File: config.mk
export PLATFORM = sky130hd
export DESIGN_NAME = sbsts_reg
export DESIGN_NICKNAME = d
export VERILOG_FILES = /design/src/sbsts_pkg.sv /design/src/sbsts_flag.sv /design/src/sbsts_reg.sv
export SDC_FILE = /design/constraint.sdc
export NUM_CORES = 1
export LEC_CHECK = 0
export BUFFER_PORTS_ARGS = -buffer_cell sky130_fd_sc_hd__buf_4
export CORE_MARGIN = 2
export CORE_UTILIZATION = 34
export CTS_CLUSTER_DIAMETER = 40
export CTS_CLUSTER_SIZE = 8
export DETAILED_ROUTE_END_ITERATION = 8
export PLACE_DENSITY = 0.85
export SYNTH_ARGS = -nofsm -noshare
export SYNTH_HDL_FRONTEND = slang
export SYNTH_HIERARCHICAL = 1
export SYNTH_SLANG_ARGS = --single-unit
File: constraint.sdc
create_clock -name sys_clk -period 0.8 [get_ports sys_clk]
set_clock_uncertainty 0.05 [all_clocks]
set_input_delay 0.12 -clock sys_clk [delete_from_list [all_inputs] [get_ports sys_clk]]
set_output_delay 0.12 -clock sys_clk [all_outputs]
set_load 0.05 [all_outputs]
File: src/sbsts_pkg.sv
// Package for the secondary bus status register block
package sbsts_pkg;

    localparam logic [7:0]  SBSTS_OFFSET        = 8'h1E;
    localparam int          SBSTS_BIT_PARITY    = 15;
    localparam int          SBSTS_BIT_SERR      = 14;
    localparam int          SBSTS_BIT_RECEIVED_MASTER_ABORT_FLAG    = 13;
    localparam int          SBSTS_BIT_TABORT_RX = 12;
    localparam int          SBSTS_BIT_TABORT_TX = 11;
    localparam int          SBSTS_BIT_MDPAR     = 8;
    localparam int          SBSTS_DEVSEL_MSB    = 10;
    localparam int          SBSTS_DEVSEL_LSB    = 9;
    localparam int          SBSTS_BIT_FBB       = 7;
    localparam int          SBSTS_BIT_RSVD_HI   = 6;
    localparam int          SBSTS_BIT_HS        = 5;
    localparam int          SBSTS_RSVD_LOW_MSB  = 4;
    localparam int          SBSTS_REG_WIDTH     = 16;
    localparam int          SBSTS_FLAG_COUNT    = 6;
    localparam logic [1:0]  SBSTS_DEVSEL_MEDIUM = 2'h1;
    localparam logic        SBSTS_FBB_ONE       = 1'h1;
    localparam logic        SBSTS_HS_ONE        = 1'h1;
    localparam logic [15:0] SBSTS_FLAG_MASK     = 16'hF900;
    localparam logic [15:0] SBSTS_CONST_VALUE   = 16'h02A0;

    // Secondary bus events, one-cycle pulses or levels
    typedef struct packed {
        logic addr_attr_err_target;
        logic write_data_err_target;
        logic read_data_err_master;
        logic serr_seen;
        logic master_abort;
        logic target_abort_rx;
        logic target_abort_tx;
        logic is_master;
        logic perr_driven_read;
        logic perr_seen_write;
    } sbsts_evt_t;

    // Configuration access port
    typedef struct packed {
        logic        rd;
        logic        wr;
        logic [7:0]  addr;
        logic [15:0] wdata;
    } sbsts_cfg_t;

endpackage : sbsts_pkg

File: src/sbsts_flag.sv
// One sticky write-one-to-clear status flag
`timescale 1ns/1ps
`default_nettype none
module sbsts_flag
    import sbsts_pkg::*;
(
    input  wire logic sys_clk,
    input  wire logic rst_b,
    input  wire logic set_i,
    input  wire logic clr_i,
    output var  logic flag_q
);
    logic flag_d;

    // Set beats clear in the same cycle
    always_comb
    begin
        flag_d = (flag_q & ~clr_i) | set_i;
    end

    always_ff @(posedge sys_clk or negedge rst_b)
    begin
        if (!rst_b)
            flag_q <= 1'h0;
        else
            flag_q <= flag_d;
    end
endmodule : sbsts_flag
`default_nettype wire

File: src/sbsts_reg.sv
// Secondary bus status register: sticky event flags and fixed capabilities
// What this block does
// - Set parity flag on target address, target write data or master read data errors
// - Parity flag set regardless of the parity response enable
// - Set system error flag in bit 14 when SERR seen on secondary bus
// - Set master abort flag in bit 13 on master abort of own transaction
// - Set target abort received flag in bit 12 on received target abort
// - Set target abort signaled flag in bit 11 when signaling target abort
// - Bits 10:9 read 01b, medium DEVSEL timing
// - Bit 8 set when master, parity response enabled, and PERR driven/seen
// - Bit 7 reads constant 1, fast back-to-back capable
// - Bit 5 always reads 1, 66 MHz capable
// - Reserved bits 6 and 4:0 read zero, writes ignored
// - Register at offset 1Eh; capabilities read-only, flags hold until cleared
`timescale 1ns/1ps
`default_nettype none
module sbsts_reg
    import sbsts_pkg::*;
(
    input  wire logic       sys_clk,
    input  wire logic       rst_b,
    input  wire sbsts_cfg_t cfg,
    input  wire sbsts_evt_t evt,
    input  wire logic       parity_response_enable,
    output var  logic [15:0] rdata_q,
    output var  logic       rvalid_q
);
    ////////////////////////////////////////////////////////////////////////////
    // Event decode
    logic                  hit;
    logic [15:0]           set_vec;
    logic [15:0]           clr_vec;
    logic [15:0]           flags;
    logic [15:0]           status;
    logic [15:0]           rdata_d;
    logic                  rvalid_d;

    always_comb
    begin
        hit     = (cfg.addr == SBSTS_OFFSET);
        set_vec = 16'h0000;
        // No enable term here by design
        set_vec[SBSTS_BIT_PARITY] = evt.addr_attr_err_target | evt.write_data_err_target
                                  | evt.read_data_err_master;
        set_vec[SBSTS_BIT_SERR]      = evt.serr_seen;
        set_vec[SBSTS_BIT_RECEIVED_MASTER_ABORT_FLAG]    = evt.master_abort;
        set_vec[SBSTS_BIT_TABORT_RX] = evt.target_abort_rx;
        set_vec[SBSTS_BIT_TABORT_TX] = evt.target_abort_tx;
        set_vec[SBSTS_BIT_MDPAR]     = evt.is_master & parity_response_enable
                                     & (evt.perr_driven_read | evt.perr_seen_write);
        // Write-one-to-clear, only on flag positions
        clr_vec = (cfg.wr && hit) ? (cfg.wdata & SBSTS_FLAG_MASK) : 16'h0000;
    end

    ////////////////////////////////////////////////////////////////////////////
    // Sticky flags, one per event bit
    genvar gi;
    generate
        for (gi = 0; gi < SBSTS_REG_WIDTH; gi++)
        begin : g_flag
            if (SBSTS_FLAG_MASK[gi])
            begin : g_live
                sbsts_flag u_flag (
                    .sys_clk (sys_clk),
                    .rst_b   (rst_b),
                    .set_i   (set_vec[gi]),
                    .clr_i   (clr_vec[gi]),
                    .flag_q  (flags[gi])
                );
            end
            else
            begin : g_const
                assign flags[gi] = 1'h0;
            end
        end
    endgenerate

    ////////////////////////////////////////////////////////////////////////////
    // Read path
    always_comb
    begin
        status      = flags;
        // Fixed bits overwrite the zero flag slots, so no write can reach them
        status[SBSTS_DEVSEL_MSB:SBSTS_DEVSEL_LSB] = SBSTS_DEVSEL_MEDIUM;
        status[SBSTS_BIT_FBB]                     = SBSTS_FBB_ONE;
        status[SBSTS_BIT_HS]                      = SBSTS_HS_ONE;
        status[SBSTS_BIT_RSVD_HI]                 = 1'h0;
        status[SBSTS_RSVD_LOW_MSB:0]              = 5'h00;
        rvalid_d    = cfg.rd;
        rdata_d     = (cfg.rd && hit) ? status : 16'h0000;
    end

    always_ff @(posedge sys_clk or negedge rst_b)
    begin
        if (!rst_b)
        begin
            rdata_q  <= 16'h0000;
            rvalid_q <= 1'h0;
        end
        else
        begin
            rdata_q  <= rdata_d;
            rvalid_q <= rvalid_d;
        end
    end

    ////////////////////////////////////////////////////////////////////////////
    // Checks
    AST_PARITY_SET: assert property (@(posedge sys_clk) disable iff (!rst_b)
        (evt.addr_attr_err_target | evt.write_data_err_target | evt.read_data_err_master)
        |=> flags[SBSTS_BIT_PARITY])
        else $error("parity flag not set");
    AST_PARITY_NO_EN: assert property (@(posedge sys_clk) disable iff (!rst_b)
        (!parity_response_enable && evt.write_data_err_target) |=> flags[SBSTS_BIT_PARITY])
        else $error("parity flag gated by enable");
    AST_SERR_SET: assert property (@(posedge sys_clk) disable iff (!rst_b)
        evt.serr_seen |=> flags[SBSTS_BIT_SERR])
        else $error("system error flag not set");
    AST_RECEIVED_MASTER_ABORT_FLAG_SET: assert property (@(posedge sys_clk) disable iff (!rst_b)
        evt.master_abort |=> flags[SBSTS_BIT_RECEIVED_MASTER_ABORT_FLAG])
        else $error("master abort flag not set");
    AST_TABORT_RX_SET: assert property (@(posedge sys_clk) disable iff (!rst_b)
        evt.target_abort_rx |=> flags[SBSTS_BIT_TABORT_RX])
        else $error("target abort received flag not set");
    AST_TABORT_TX_SET: assert property (@(posedge sys_clk) disable iff (!rst_b)
        evt.target_abort_tx |=> flags[SBSTS_BIT_TABORT_TX])
        else $error("target abort signaled flag not set");
    AST_MDPAR_ONLY: assert property (@(posedge sys_clk) disable iff (!rst_b)
        $rose(flags[SBSTS_BIT_MDPAR]) |-> $past(parity_response_enable && evt.is_master))
        else $error("master data parity flag set without cause");
    AST_CONST_READ: assert property (@(posedge sys_clk) disable iff (!rst_b)
        (cfg.rd && hit) |=> (rdata_q[10:9] == 2'h1 && rdata_q[7] && rdata_q[5]
                             && rdata_q[6] == 1'h0 && rdata_q[4:0] == 5'h00))
        else $error("capability or reserved bits wrong");
    AST_HOLD: assert property (@(posedge sys_clk) disable iff (!rst_b)
        (flags[SBSTS_BIT_SERR] && !(cfg.wr && hit && cfg.wdata[SBSTS_BIT_SERR]))
        |=> flags[SBSTS_BIT_SERR])
        else $error("flag dropped without clear");
    AST_W1C: assert property (@(posedge sys_clk) disable iff (!rst_b)
        (cfg.wr && hit && cfg.wdata[SBSTS_BIT_RECEIVED_MASTER_ABORT_FLAG] && !evt.master_abort)
        |=> !flags[SBSTS_BIT_RECEIVED_MASTER_ABORT_FLAG])
        else $error("write one did not clear flag");

    ////////////////////////////////////////////////////////////////////////////
    // Further checks on event capture, the read path and the clear rule
    AST_PARITY_ADDR: assert property (@(posedge sys_clk) disable iff (!rst_b)
        evt.addr_attr_err_target |=> flags[SBSTS_BIT_PARITY])
        else $error("address error did not set parity flag");
    AST_PARITY_RDATA: assert property (@(posedge sys_clk) disable iff (!rst_b)
        evt.read_data_err_master |=> flags[SBSTS_BIT_PARITY])
        else $error("read data error did not set parity flag");
    AST_MDPAR_SET: assert property (@(posedge sys_clk) disable iff (!rst_b)
        (evt.is_master && parity_response_enable
         && (evt.perr_driven_read || evt.perr_seen_write))
        |=> flags[SBSTS_BIT_MDPAR])
        else $error("master data parity flag not set");
    AST_MDPAR_NO_EN: assert property (@(posedge sys_clk) disable iff (!rst_b)
        (!flags[SBSTS_BIT_MDPAR] && !parity_response_enable)
        |=> !flags[SBSTS_BIT_MDPAR])
        else $error("master data parity flag set with response disabled");
    AST_MDPAR_NOT_MASTER: assert property (@(posedge sys_clk) disable iff (!rst_b)
        (!flags[SBSTS_BIT_MDPAR] && !evt.is_master)
        |=> !flags[SBSTS_BIT_MDPAR])
        else $error("master data parity flag set while not master");
    AST_SET_WINS: assert property (@(posedge sys_clk) disable iff (!rst_b)
        (evt.serr_seen && cfg.wr && hit) |=> flags[SBSTS_BIT_SERR])
        else $error("clear beat a same cycle event");
    AST_W0_KEEP: assert property (@(posedge sys_clk) disable iff (!rst_b)
        (flags[SBSTS_BIT_TABORT_RX] && cfg.wr && hit && !cfg.wdata[SBSTS_BIT_TABORT_RX])
        |=> flags[SBSTS_BIT_TABORT_RX])
        else $error("write zero changed a flag");
    AST_OTHER_WR: assert property (@(posedge sys_clk) disable iff (!rst_b)
        (flags[SBSTS_BIT_PARITY] && cfg.wr && !hit) |=> flags[SBSTS_BIT_PARITY])
        else $error("write to another offset cleared a flag");
    AST_NO_SPARE_FLAG: assert property (@(posedge sys_clk) disable iff (!rst_b)
        (flags & ~SBSTS_FLAG_MASK) == 16'h0000)
        else $error("flag outside the event positions");
    AST_RVALID: assert property (@(posedge sys_clk) disable iff (!rst_b)
        cfg.rd |=> rvalid_q)
        else $error("read not answered in one cycle");
    AST_NO_RVALID: assert property (@(posedge sys_clk) disable iff (!rst_b)
        !cfg.rd |=> !rvalid_q)
        else $error("answer without a read");
    AST_UNMAPPED: assert property (@(posedge sys_clk) disable iff (!rst_b)
        (cfg.rd && !hit) |=> (rdata_q == 16'h0000))
        else $error("other offset did not read zero");
    AST_READ_FLAGS: assert property (@(posedge sys_clk) disable iff (!rst_b)
        (cfg.rd && hit) |=> ((rdata_q & SBSTS_FLAG_MASK) == $past(flags)))
        else $error("read data does not show flags");
endmodule : sbsts_reg
`default_nettype wire

# ---- Word-level counts from Yosys, hierarchy flattened
# Index checks and enable logic that the tools add are counted.
dict set report word_totals {
  register_bits 23
  input_bits 39
  out_inout_bits 17
}
dict set report op_classes {
  eq_ne 1
  mux 2
  bitwise_logic 23
  n_reduce_logical 2
}
# cell count
set op_table {}
lappend op_table {{16-bit 2-to-1 mux} 2}
lappend op_table {{1-bit OR} 9}
lappend op_table {{1-bit AND} 8}
lappend op_table {{8-bit by 5-bit == test with 1-bit output (second input constant)} 1}
lappend op_table {{1-bit NOT} 6}
lappend op_table {{1-bit logical AND} 2}

# ---- Depth between registers and ports, before layout
dict set report depth {
  word_depth 6
  depth_mapped 5
}

# ---- Modules after synthesis
# The synthesis kept the hierarchy.
# mod instances cells_each area_per_inst_um2 seq_area_each_um2
set by_module_without_submodules {}
lappend by_module_without_submodules {sbsts_reg 1 50 490.5 200.2}
lappend by_module_without_submodules {sbsts_flag 6 3 36.3 25.0}

# ---- Worst setup path after synthesis
# Ideal clock, no wire load.
dict set report synth_timing {
  path_type {input -> register}
  start {input cfg[21] in the netlist's numbering}
  end {register g_flag[11].g_live.u_flag.flag_q}
  setup_ns 0.118
  arrival_time_ns 1.165
  slack_ns -0.533
  cell_stages 5
  cell_sequence {or4b_4 -> buf_6 -> nor3_2 -> inv_1 -> a21o_1}
}
dict set report synth_between {
  elab_chain_len 6
}
# element line
set synth_rtl {}
lappend synth_rtl {{from (decl)} sbsts_reg.sv:22} ;# input wire sbsts_cfg_t cfg,
lappend synth_rtl {{8-bit by 5-bit == test with 1-bit output} sbsts_reg.sv:40} ;# hit = (cfg.addr == SBSTS_OFFSET);
lappend synth_rtl {{1-bit logical AND} sbsts_reg.sv:52} ;# clr_vec = (cfg.wr && hit) ? (cfg.wdata & SBSTS_FLAG_MASK) : 16'h0000;
lappend synth_rtl {{16-bit 2-to-1 mux} sbsts_reg.sv:52}
lappend synth_rtl {{via clr_vec[11]} sbsts_reg.sv:32} ;# logic [15:0] clr_vec;
lappend synth_rtl {{1-bit NOT} sbsts_flag.sv:18} ;# flag_d = (flag_q & ~clr_i) | set_i;
lappend synth_rtl {{1-bit AND} sbsts_flag.sv:18}
lappend synth_rtl {{1-bit OR} sbsts_flag.sv:18}
lappend synth_rtl {{via g_flag[11].g_live.u_flag.flag_d} sbsts_flag.sv:13} ;# logic flag_d;
lappend synth_rtl {{to (signal assigned)} sbsts_flag.sv:26} ;# flag_q <= flag_d;
lappend synth_rtl {{to (decl)} sbsts_flag.sv:11} ;# output var logic flag_q
# The timed path passes the listed nets, and every way through them passes these cells.

==> impl_metrics.env <==
export IMPL_run_status="complete, but fails checks"
export IMPL_violations="hold timing, setup timing"
export IMPL_p_int_mw=1.11
export IMPL_rsz0062_at_grt="true"
export IMPL_leakagePower_nw=0.509
export IMPL_stdcell_count=139
export IMPL_vias=611
export IMPL_path_delay_family="flip-flops"
export IMPL_power_mw=1.49
export IMPL_arrival_ns=0.86
export IMPL_clock_root_buffer="clkbuf_4"
export IMPL_power_frac_comb_pct=19.0
export IMPL_crit_buf_inv=1
export IMPL_die_h_um=49.6
export IMPL_coreArea_um2=1960
export IMPL_dp_cells=131
export IMPL_critical_path_cell_chain="buf_6"
export IMPL_grt_max_degree=15
export IMPL_route_detailed_drc=0
export IMPL_min_path_cells=2
export IMPL_antenna_found_initial=0
export IMPL_clkPwrFrac_pct=33.3
export IMPL_drv_cap=0
export IMPL_cts_sinks=14
export IMPL_wire_per_inst_um=9.93
export IMPL_final_net_count=152
export IMPL_dr_pass1_iters=4
export IMPL_cp_depth=1
export IMPL_dp_slack_ns=-0.662
export IMPL_yosys_area_top_type="dfrtp_1"
export IMPL_drt_total_wl_um=1380
export IMPL_maxSlewViolCount=0
export IMPL_max_freq_ghz=0.967
export IMPL_switching_share_pct=25.4
export IMPL_worstSkewPairLatency_ns=0.28
export IMPL_crit_required_ns=0.63
export IMPL_gp_congestion=0.756
export IMPL_crit_start="rdata_q[9]"
export IMPL_synth_seq_cells=14
export IMPL_end_kind="output pin"
export IMPL_worst_slack_ns=-0.234
export IMPL_port_buffers=38
export IMPL_num_antenna_cells=0
export IMPL_yosysSeqAreaShare_pct=49.5
export IMPL_setup_worst_path_start_class="register"
export IMPL_layout_commonest_cell="buf_4"
export IMPL_path_max_fanout=3
export IMPL_h_tree_depth=1
export IMPL_slowest_delay_ns=0.43
export IMPL_syn2layout_area_growth_pct=59.0
export IMPL_first_iter_violations=4
export IMPL_synth_top_area_share_pct=49.5
export IMPL_hold_class="in2reg"
export IMPL_p_sw_mw=0.379
export IMPL_slowest_stage="dfrtp_2"
export IMPL_antenna_left=0
export IMPL_avgSynthCellArea_um2=10.4
export IMPL_finalHoldViolCount=2
export IMPL_yosysWarnings=6
export IMPL_ff2ff_setup_slack_ns=0.08
export IMPL_cts_buffers=3
export IMPL_holdBufCountCts=4
export IMPL_drive_gt1_share_pct=53.6
export IMPL_synth_cell_types=14
export IMPL_cts_tree="yes"
export IMPL_r2r_start="g_flag[13].g_live.u_flag/flag_q"
export IMPL_synth_area_um2=708
export IMPL_fin_crit_sh_pct=129
export IMPL_die_area_um2=2460
export IMPL_fin_util_pct=57.4
export IMPL_yosys_top_cells_area="dfrtp_1 49%, nor3_2 14%, buf_4 9.5%"
export IMPL_grt_pass1_vias=591
export IMPL_reg2reg_depth=1
export IMPL_clk_pin_slew_ns=0.08
export IMPL_start_util_pct=36.1
export IMPL_layout_min_cycle_time_ns=1.03
export IMPL_hold_start="evt[3]"
export IMPL_timing_hold_ws_ns=-0.0255
export IMPL_vdd_ir_drop_max_mv=0.897
export IMPL_grt_use_total_pct=12.3
export IMPL_num_rows=16
export IMPL_critPathKind="reg2out"
export IMPL_mostFrequentLayoutCells="29 x buf_4, 13 x nor3_2, 13 x dfrtp_1"
export IMPL_die_w_um=49.6
export IMPL_powerDensity_nw_per_um2=1330
export IMPL_clk_path_buf_depth=2
export IMPL_seqPwrFrac_pct=47.7
export IMPL_io_pins=56
export IMPL_final_setup_viol_count=23
export IMPL_grt_pass1_wl_um=2340
export IMPL_synthCells=68
export IMPL_vias_per_cell=4.40
export IMPL_gr_total_overflow=0
-- metrics by stage --
step                instance area, um2  TNS (ns)  hold slack [ns]
finish                            1130     -4.20          -0.0255
global route                      1130     -4.91          -0.0302
CTS                               1130     -4.22          -0.0328
detailed placement                 990     -6.65          -0.0759
global placement                   990     -6.35          -0.0808
floorplan                          751     -4.56           -0.226
-- power by group through the flow --
| stage | registers [mW] | logic (mW) | clock network [mW] |
|---|---|---|---|
| finish | 0.712 | 0.284 | 0.497 |
| floorplan | 0.738 | 0.143 | 0 |
| global route | 0.713 | 0.305 | 0.531 |
| CTS | 0.712 | 0.286 | 0.511 |
| global placement | 0.726 | 0.258 | 0 |
| detailed placement | 0.726 | 0.263 | 0 |
-- registers in the layout (all words and copies together) (netlist names) --
signal,cells
rvalid_q,1
g_flag.g_live.u_flag/flag_q,6
rdata_q,7
-- cell usage after synthesis, drive strengths merged --
cell / instances
or3: 1
o211a: 1
inv: 7
nand2: 12
or4b: 1
buf: 11
a21o: 6
dfrtp: 14
nand4b: 1
conb: 1
nor3: 13
-- cell type report --
class                   count  area [um2]
well taps                  27        33.8
repair buffers             45         393
multi-input cells          42         285
fillers                   177         836
inverters                   7        26.3
clock buffers               4        36.3
flip-flops and latches     14         352
-- kinds of logic (layout without fill, tap and decap cells) --
family,count (synthesis),in the layout,synth area share (%)
other cells,1,7,0.530
compound gates,7,7,7.77
buf+inv,18,56,15.5
simple gates,28,28,26.7
flops,14,14,49.5
-- worst paths after layout --
check | endpoint
worst max-delay path | rdata_q[5]
worst min-delay path | g_flag[11].g_live.u_flag/flag_q
worst max register to register | g_flag[13].g_live.u_flag/flag_q
worst min register to register | g_flag[14].g_live.u_flag/flag_q
max in group asynchronous | rdata_q[9]
min in group asynchronous | rvalid_q
-- repair_timing --
action	in CTS	in global routing
setup buffers	0	0
setup endpoints to repair	23	23
endpoints found under the hold margin	19	2
gates resized for setup	15	0
pin swaps	6	0
-- routing by layer --
layer | share of wire (%) | global-route usage [%]
met1 | 36 | 13.6
met2 | 55 | 22.0
met3 | 7.0 | 1.82
met4 | 1.3 | 6.94
met5 | 0 | 0
Power figures use the tool's default switching activity.
